`config.mk`:
```
export PLATFORM = sky130hd
export DESIGN_NAME = lmd_top
export DESIGN_NICKNAME = d
export VERILOG_FILES = /design/src/common/lmd_pkg.sv /design/src/design/lmd_frame_gen.sv /design/src/design/lmd_top.sv
export SDC_FILE = /design/constraint.sdc
export NUM_CORES = 2
export LEC_CHECK = 0
export BUFFER_PORTS_ARGS = -buffer_cell sky130_fd_sc_hd__buf_2
export CAP_MARGIN = 40
export CORE_MARGIN = 5
export CORE_UTILIZATION = 55
export CTS_CLUSTER_DIAMETER = 120
export DETAILED_ROUTE_END_ITERATION = 16
export PLACE_DENSITY = 0.75
export SYNTH_ARGS = -nofsm -noshare
export SYNTH_HDL_FRONTEND = slang
export SYNTH_SLANG_ARGS = --single-unit
```
`constraint.sdc`:
```
create_clock -name clk_i -period 20.1 [get_ports clk_i]
set_input_delay 4.02 -clock clk_i [delete_from_list [all_inputs] [get_ports clk_i]]
set_output_delay 4.02 -clock clk_i [all_outputs]
set_load 0.005 [all_outputs]
```
`src/common/lmd_pkg.sv`:
```
// lmd_pkg: constants and types for the panel multiplex drive selector
package lmd_pkg;

   // ---------------------------------------------------------------
   // panel geometry
   // ---------------------------------------------------------------
   localparam int NUM_COLS      = 160;
   localparam int NUM_ROWS      = 4;
   localparam int COL_W         = 8;
   localparam int LVL_W         = 2;

   // ---------------------------------------------------------------
   // timing
   // ---------------------------------------------------------------
   localparam int SYS_CLK_HZ    = 20_000_000;
   localparam int FRAME_CLK_HZ  = 1800;
   localparam int FRAME_CLK_DIV = SYS_CLK_HZ / FRAME_CLK_HZ;
   localparam int FRAME_TICKS   = 24;
   localparam logic [4:0] TICK_LAST  = 5'h17;
   localparam logic [4:0] LEN_STATIC = 5'h18;
   localparam logic [4:0] LEN_MUX2   = 5'h0C;
   localparam logic [4:0] LEN_MUX3   = 5'h08;
   localparam logic [4:0] LEN_MUX4   = 5'h06;

   // ---------------------------------------------------------------
   // bias: fraction 1/(1+a) of panel supply
   // ---------------------------------------------------------------
   localparam int BIAS_A_HALF   = 1;
   localparam int BIAS_A_THIRD  = 2;

   // ---------------------------------------------------------------
   // drive level codes, 0 = ground, 3 = panel_supply_level
   // in half bias both middle codes stand for one half of supply
   // ---------------------------------------------------------------
   localparam logic [1:0] LVL_GND    = 2'h0;
   localparam logic [1:0] LVL_LOW    = 2'h1;
   localparam logic [1:0] LVL_HIGH   = 2'h2;
   localparam logic [1:0] LVL_SUPPLY = 2'h3;

   // ---------------------------------------------------------------
   // drive modes and reset configuration
   // ---------------------------------------------------------------
   typedef enum logic [1:0] {
      LMD_STATIC = 2'b00,
      LMD_MUX2   = 2'b01,
      LMD_MUX3   = 2'b10,
      LMD_MUX4   = 2'b11
   } lmd_mode_t;

   localparam lmd_mode_t RST_MODE    = LMD_MUX4;
   localparam logic      RST_HALF    = 1'b0;
   localparam logic      RST_ENABLE  = 1'b0;

endpackage : lmd_pkg

```
`src/design/lmd_frame_gen.sv`:
```
// lmd_frame_gen: frame clock divider, phase sequencer and polarity
`timescale 1ns/1ps
`default_nettype none
module lmd_frame_gen #(
   parameter int FCLK_DIV = lmd_pkg::FRAME_CLK_DIV
) (
   input  wire logic              clk_i,
   input  wire logic              rst_n_i,
   input  wire lmd_pkg::lmd_mode_t mode_i,
   output logic [1:0]             phase_o,
   output logic                   inv_o,
   output logic                   frame_start_o
);
   import lmd_pkg::*;

   logic [15:0] pre_q;
   logic [4:0]  tick_q;
   logic [4:0]  sub_q;
   logic [4:0]  len;
   logic        ftick;

   // ---------------------------------------------------------------
   // phase length: 24 ticks shared by the active backplanes
   // ---------------------------------------------------------------
   always_comb
   begin
      case (mode_i)
         LMD_STATIC: len = LEN_STATIC;
         LMD_MUX2:   len = LEN_MUX2;
         LMD_MUX3:   len = LEN_MUX3;
         LMD_MUX4:   len = LEN_MUX4;
         default:    len = LEN_MUX4;
      endcase
   end

   assign ftick = (pre_q == 16'(FCLK_DIV - 1));

   always_ff @(posedge clk_i)
   begin
      if (!rst_n_i)
         pre_q <= 16'h0000;
      else if (ftick)
         pre_q <= 16'h0000;
      else
         pre_q <= pre_q + 16'h0001;
   end

   // frame = 24 frame clock ticks
   always_ff @(posedge clk_i)
   begin
      if (!rst_n_i)
      begin
         tick_q        <= 5'h00;
         sub_q         <= 5'h00;
         phase_o       <= 2'h0;
         inv_o         <= 1'b0;
         frame_start_o <= 1'b0;
      end
      else
      begin
         frame_start_o <= 1'b0;
         if (ftick)
         begin
            if (tick_q == TICK_LAST)
            begin
               tick_q        <= 5'h00;
               sub_q         <= 5'h00;
               phase_o       <= 2'h0;
               inv_o         <= ~inv_o;
               frame_start_o <= 1'b1;
            end
            else
            begin
               tick_q <= tick_q + 5'h01;
               // rows in order from 0 to the mode's last row (0..3 in 1:4) within a frame
               if (sub_q >= len - 5'h01)
               begin
                  sub_q   <= 5'h00;
                  phase_o <= phase_o + 2'h1;
               end
               else
                  sub_q <= sub_q + 5'h01;
            end
         end
      end
   end

endmodule // lmd_frame_gen
`default_nettype wire

```
`src/design/lmd_top.sv`:
```
// lmd_top: display memory and backplane/segment level selection
`timescale 1ns/1ps
`default_nettype none
module lmd_top #(
   parameter int FCLK_DIV = lmd_pkg::FRAME_CLK_DIV
) (
   input  wire logic                   clk_i,
   input  wire logic                   rst_n_i,
   input  wire logic                   cfg_load_i,
   input  wire lmd_pkg::lmd_mode_t     cfg_mode_i,
   input  wire logic                   cfg_half_bias_i,
   input  wire logic                   cfg_enable_i,
   input  wire logic                   wr_en_i,
   input  wire logic [lmd_pkg::COL_W-1:0] wr_col_i,
   input  wire logic [3:0]             wr_data_i,
   output logic [7:0]                  backplane_top_o,
   output logic [7:0]                  backplane_bottom_o,
   output logic [319:0]                segment_outputs_o
);
   import lmd_pkg::*;

   // ---------------------------------------------------------------
   // configuration
   // ---------------------------------------------------------------
   lmd_mode_t  mode_q;
   logic       half_q;
   logic       enable_q;

   always_ff @(posedge clk_i)
   begin
      if (!rst_n_i)
      begin
         mode_q   <= RST_MODE;
         half_q   <= RST_HALF;
         enable_q <= RST_ENABLE;
      end
      else if (cfg_load_i)
      begin
         mode_q   <= cfg_mode_i;
         half_q   <= cfg_half_bias_i;
         enable_q <= cfg_enable_i;
      end
   end

   // ---------------------------------------------------------------
   // frame timing
   // ---------------------------------------------------------------
   logic [1:0] phase;
   logic       inv;
   logic       frame_start;

   lmd_frame_gen #(
      .FCLK_DIV (FCLK_DIV)
   ) u_frame (
      .clk_i         (clk_i),
      .rst_n_i       (rst_n_i),
      .mode_i        (mode_q),
      .phase_o       (phase),
      .inv_o         (inv),
      .frame_start_o (frame_start)
   );

   // ---------------------------------------------------------------
   // display memory and display register
   // ---------------------------------------------------------------
   logic [3:0] ram_q  [NUM_COLS];
   logic [3:0] disp_q [NUM_COLS];

   // columns past 159 are ignored
   always_ff @(posedge clk_i)
   begin
      if (!rst_n_i)
      begin
         for (int c = 0; c < NUM_COLS; c++)
            ram_q[c] <= 4'h0;
      end
      else if (wr_en_i && (int'(wr_col_i) < NUM_COLS))
         ram_q[wr_col_i] <= wr_data_i;
   end

   // snapshot one clock after frame start, so the first output clock of a frame still shows old row 0 data
   always_ff @(posedge clk_i)
   begin
      if (!rst_n_i)
      begin
         for (int c = 0; c < NUM_COLS; c++)
            disp_q[c] <= 4'h0;
      end
      else if (frame_start)
      begin
         for (int c = 0; c < NUM_COLS; c++)
            disp_q[c] <= ram_q[c];
      end
   end

   // ---------------------------------------------------------------
   // level selection
   // ---------------------------------------------------------------
   // logical backplane seen on physical output k
   function automatic logic [1:0] bp_map(lmd_mode_t m, logic [1:0] k);
      case (m)
         LMD_STATIC: bp_map = 2'h0;
         LMD_MUX2:   bp_map = {1'b0, k[0]};
         LMD_MUX3:   bp_map = (k == 2'h3) ? 2'h1 : k;
         LMD_MUX4:   bp_map = k;
         default:    bp_map = k;
      endcase
   endfunction

   // active backplane sits at a rail, others at a bias point
   function automatic logic [1:0] bp_level(logic act, logic iv,
                                           logic st, logic hb);
      if (act || st)
         bp_level = iv ? LVL_GND : LVL_SUPPLY;
      else if (hb)
         bp_level = LVL_LOW;
      else
         bp_level = iv ? LVL_HIGH : LVL_LOW;
   endfunction

   // a phase left over from a wider mode falls back to row 0
   function automatic logic [1:0] last_phase(lmd_mode_t m);
      case (m)
         LMD_STATIC: last_phase = 2'h0;
         LMD_MUX2:   last_phase = 2'h1;
         LMD_MUX3:   last_phase = 2'h2;
         LMD_MUX4:   last_phase = 2'h3;
         default:    last_phase = 2'h3;
      endcase
   endfunction

   // half bias folds both middle points onto LVL_LOW
   function automatic logic [1:0] seg_level(logic on, logic iv,
                                            logic st, logic hb);
      if (on)
         seg_level = iv ? LVL_SUPPLY : LVL_GND;
      else if (st)
         seg_level = iv ? LVL_GND : LVL_SUPPLY;
      else if (hb)
         seg_level = LVL_LOW;
      else
         seg_level = iv ? LVL_LOW : LVL_HIGH;
   endfunction

   logic       st_mode;
   logic       hb_eff;
   logic [1:0] ph;

   // mode changes mid-frame must never leave no backplane active
   assign ph      = (phase > last_phase(mode_q)) ? 2'h0 : phase;
   assign st_mode = (mode_q == LMD_STATIC);
   assign hb_eff  = half_q && !st_mode;

   // ---------------------------------------------------------------
   // output registers
   // ---------------------------------------------------------------
   always_ff @(posedge clk_i)
   begin
      if (!rst_n_i || !enable_q)
      begin
         backplane_top_o    <= {4{LVL_SUPPLY}};
         backplane_bottom_o <= {4{LVL_SUPPLY}};
      end
      else
      begin
         for (int k = 0; k < NUM_ROWS; k++)
         begin
            // both pin sets get the same value
            backplane_top_o[2*k +: 2] <=
               bp_level(bp_map(mode_q, 2'(k)) == ph, inv, st_mode, hb_eff);
            backplane_bottom_o[2*k +: 2] <=
               bp_level(bp_map(mode_q, 2'(k)) == ph, inv, st_mode, hb_eff);
         end
      end
   end

   always_ff @(posedge clk_i)
   begin
      if (!rst_n_i || !enable_q)
         segment_outputs_o <= {NUM_COLS{LVL_SUPPLY}};
      else
      begin
         for (int c = 0; c < NUM_COLS; c++)
            // row = phase, 1 means on
            segment_outputs_o[2*c +: 2] <=
               seg_level(disp_q[c][ph], inv, st_mode, hb_eff);
      end
   end

endmodule // lmd_top
`default_nettype wire

```
## After elaboration in Yosys (flattened, before gate mapping)

Memories as Yosys holds them, arrays and structs flattened.
Cells that the tools add are included.

- Equality and inequality tests: 9
- Bitwise logic cells: 162
- Add/sub/neg operators: 5
- Magnitude comparators: 4
- Reduce and logical (&&, ||, !) cells: 22
- Muxes and demuxes: 678

Operator list:

| operator | count |
|---|---|
| $mux W4 | 161 |
| $mux W2 | 179 |
| $bmux W1 S2 | 160 |
| $mux W1 | 169 |
| $or A1 B1 Y1 | 160 |
| $pmux W5 S4 | 1 |
| $add A16 B1 Y16 const B | 1 |
| $eq A16 B14 Y1 const B | 1 |
| $mux W5 | 3 |
| $add A5 B1 Y5 const B | 2 |
| $eq A2 B2 Y1 | 4 |
| $lt A8 B8 Y1 const B | 1 |
| $mux W8 | 1 |
| $pmux W2 S2 | 2 |
| $pmux W2 S4 | 1 |
| $reduce_or A2 Y1 | 4 |
| $reduce_or A4 Y1 | 2 |
| $pmux W2 S3 | 1 |
| $reduce_and A2 Y1 | 3 |
| $eq A5 B5 Y1 const B | 1 |
| $ge A5 B5 Y1 | 1 |
| $logic_or A1 B1 Y1 | 5 |
| $sub A5 B1 Y5 const B | 1 |
| $eq A2 B2 Y1 const B | 2 |
| 10 further kinds | 14 |

- Memories: 2
- Bits of input ports: 20
- Logic and storage cells: 893
- Bits in writable memories: 1280
- Output and inout bits: 336
- Register bits after elaboration: 362

Memory list:

| memory | words | width | read ports | clocked after memory_dff | wr ports | line | text |
|---|---|---|---|---|---|---|---|
| disp_q | 160 | 4 | 160 | 0 | 160 | lmd_top.sv:67 | `logic [3:0] disp_q [NUM_COLS];` |
| ram_q | 160 | 4 | 160 | 0 | 160 | lmd_top.sv:66 | `logic [3:0] ram_q [NUM_COLS];` |

## Longest topological paths before layout

- Word-level depth: 7
- Gate-level depth with buffers: 10
- Gate-level depth less buffers: 9

## Hierarchy

A second synthesis with hierarchy kept.

- Cell total of the unflattened synthesis: 4819
- Area, all modules: 67752.5 um^2

Modules (own cells, without submodules):

| module | sequential area each (um^2) | times used | cells an instance | area an instance (um^2) |
|---|---|---|---|---|
| lmd_top | 45083.2 | 1 | 4646 | 66194.7 |
| lmd_frame_gen | 600.6 | 1 | 173 | 1557.7 |

## Worst setup path after synthesis

OpenSTA, ideal clock, no wires.

- Path type: input to register
- From: input rst_n_i
- To: memory disp_q[0][0], enable pin
- Path slack: -0.034 ns
- Library setup time: 1.125 ns
- Data arrival time: 19.009 ns
- Cell stages on the path: 4
- Path through: clkbuf_1 -> clkbuf_1 -> clkbuf_1 -> nand2b_1

RTL lines:

| what | line | text |
|---|---|---|
| start: declaration | lmd_top.sv:8 | `input wire logic rst_n_i,` |
| end: declaration | lmd_top.sv:67 |  |

## Final worst setup path

- From: input rst_n_i
- To: register segment_outputs_o[133]

- Cells in the longest elaborated chain, start to end: 2

RTL lines:

| what | line | text |
|---|---|---|
| $logic_not A1 Y1 | - |  |
| $logic_or A1 B1 Y1 | lmd_top.sv:179 | `if (!rst_n_i \|\| !enable_q)` |
| end signal: assignment | lmd_top.sv:180 | `segment_outputs_o <= {NUM_COLS{LVL_SUPPLY}};` |
| end signal: indexed assignment | lmd_top.sv:185 | `segment_outputs_o[2*c +: 2] <=` |
| end: declaration | lmd_top.sv:18 | `output logic [319:0] segment_outputs_o` |

No other way between the ends.
A chain may end at the register's enable or synchronous reset.

==> impl_metrics.tcl <==
set metrics [dict create \
    max_slew_margin_pct 21.6 \
    yosysTopAreaCellShare_pct 60.6 \
    post_cts_buffers 0 \
    reg2reg_depth 8 \
    rsz0062_at_grt "no" \
    first_pass_iters 6 \
    cts_root_buf "clkbuf_16" \
    worstMarginPinSlew_ps 1180 \
    syn-num-nets 4643 \
    grt_max_degree 257 \
    die_h_um 350 \
    cts.path.max_buffers 3 \
    cts_resized 0 \
    synth_warnings 0 \
    period_needed_ps 6770 \
    crit_path_start_kind "input pin" \
    ys_ff_latch 1642 \
    syn_avg_cell_area_sq_um 13.8 \
    grt_pass1_wl_mm 208 \
    dpl.hpwl_mm 79.0 \
    wl_per_cell_um 21.4 \
    fin_crit_sh_pct 33.7 \
    grt-ovfl-total 0 \
    max_freq_mhz 148 \
    ant_nets 0 \
    drt_iter0_markers 3351 \
    row_count 124 \
    coreArea_sq_mm 0.115 \
    syn_inst 4613 \
    port-buffer-count 355 \
    timing.rr.start "u_frame.phase_o[0]" \
    antenna_found_initial 8 \
    syn_to_final_growth_pct 12.8 \
    ir_drop_v 0.0000792 \
    pin_count 356 \
    hold_viol 0 \
    gp_congestion 0.756 \
    vias 36872 \
    end_kind "flop" \
    setup_violations 0 \
    timing.hold.ws_ps 468 \
    crit_required_ps 20690 \
    grt.total_usage_pct 22.2 \
    outcome "finished, final reports clean" \
    htreeDepth 4 \
    endpoint "segment_outputs_o[133]" \
    clk_latency_ps 770 \
    synth.distinct_cells 46 \
    synthTopCellsByArea "edfxtp_1, dfxtp_1, mux2i_1, and3_1, nor2_1" \
    min_path_type "reg -> reg" \
    final_nets 4786 \
    cts_inserted_buffers 161 \
    place_ws_ps 12540 \
    rr_endpoint "segment_outputs_o[226]" \
    final_cell_mix "edfxtp_1, nor2_1, and3_1" \
    finClkSkew_ps 43.0 \
    dieArea_sq_mm 0.122 \
    drive_above_1_share_pct 17.2 \
    drt_wl_total_mm 137 \
    synth_seq_area_share_pct 72.0 \
    crit_arrival_ps 7360 \
    dpl_cell_area_sq_mm 0.0663 \
    ff2ff_setup_slack_ps 16130 \
    cp_max_fo 110 \
    cts_tree "yes" \
    p_leak_nw 25.9 \
    maxCapViolCount 0 \
    syn_area_sq_mm 0.0634 \
    total_power_mw 7.00 \
    finalWorstSetupSlack_ps 13330 \
    drc 0 \
    crit_start "rst_n_i" \
    timing.setup.critical_path_class "in -> reg" \
    final_common_cell "edfxtp_1" \
    clk_pin_slew_ps 60 \
    postCtsHoldBufs 0 \
    fillers 8322 \
    stdcell_area_sq_mm 0.0715 \
    start_util_pct 55.4 \
    grt_pass1_vias 36180 \
    yosysTopAreaCell "edfxtp_1" \
    chipWidth_um 350 \
    viasPerCell 5.75 \
    clock-sinks 1642 \
    slew_viol_final 0 \
    power_density_mw_per_mm2 97.9 \
    fin_tns_setup_ps 0 \
]
## stage by stage
step                util, %  cells
global route           62.5   6405
floorplan                 -   4613
global placement       57.5   6083
detailed placement     57.9   6105
finish                 62.5   6410
CTS                    62.5   6404
## cell type report
class	instances	area [sq um]	share of cell area [%]
clock inverters	73	702	0.981
repair buffers	422	2600	3.63
diodes	6	15.0	0.0210
flip-flops and latches	1642	45700	63.9
inverters	14	52.6	0.0735
well taps	1512	1890	2.64
multi-input cells	2515	16100	22.5
clock buffers	226	4530	6.33
## metal layers
layer	GRT usage [%]	part of all wire, %
met5	0	0.0095
met4	6.36	2.3
met3	4.45	8.4
met2	38.2	50
met1	28.8	39
## cell families after synthesis
| group | after synthesis | share of synthesized area, % |
|---|---|---|
| AOI/OAI and AO/OA | 360 | 4.55 |
| xor gates and xnor gates | 17 | 0.235 |
| adders and majority gates | 10 | 0.197 |
| buffers and inverters | 456 | 2.84 |
| DFF | 1642 | 72.0 |
| muxes | 484 | 7.64 |
| and+or+nand+nor | 1644 | 12.5 |
## critical path, stage by stage
cell and delay (ps):
buf_8 310, nand2_1 370, nor2_4 150, buf_4 600, buf_4 730, buf_4 750, mux2i_1 220
## cells in the mapped netlist (all sizes together)
master	number
edfxtp	1280
nand4	8
and3	526
and4	2
clkbuf	366
nand3	22
nand2	239
o21ai	173
mux2i	484
buf	76
nor2b	7
nor4	4
a311o	3
o221a	160
xnor2	8
a21boi	1
and2	122
dfxtp	362
nor2	689
nor4bb	1
and2b	1
a22oi	1
nor4b	1
a21oi	11
inv	14
o221ai	1
nand2b	7
nor3	8
o311ai	2
or4	3
a2111oi	1
o41ai	1
o211ai	3
nor3b	4
o31ai	3
ha	10
xor2	9
## registers in the layout (all words and copies together) (netlist names)
| signal | flops |
|---|---|
| backplane_bottom_o | 8 |
| disp_q | 640 |
| enable_q | 1 |
| half_q | 1 |
| mode_q | 2 |
| ram_q | 640 |
| segment_outputs_o | 320 |
| u_frame.frame_start_o | 1 |
| u_frame.inv_o | 1 |
| u_frame.phase_o | 2 |
| u_frame.pre_q | 16 |
| u_frame.sub_q | 5 |
| u_frame.tick_q | 5 |
## where the power goes
group	internal (mW)	switching [mW]
Combinational	0.0724	0.155
Clock	1.68	1.26
Sequential	3.80	0.0378
Total	5.55	1.45
## how the worst min path moves through the flow
stage | cells after the start | end | from
global route | 1 | u_frame.pre_q[0] | u_frame.pre_q[0]
finish | 1 | u_frame.pre_q[0] | u_frame.pre_q[0]
global placement | 1 | u_frame.pre_q[0] | u_frame.pre_q[0]
CTS | 1 | u_frame.pre_q[0] | u_frame.pre_q[0]
detailed placement | 1 | u_frame.pre_q[0] | u_frame.pre_q[0]
floorplan | 1 | u_frame.pre_q[0] | u_frame.pre_q[0]
Power figures use the tool's default switching activity.
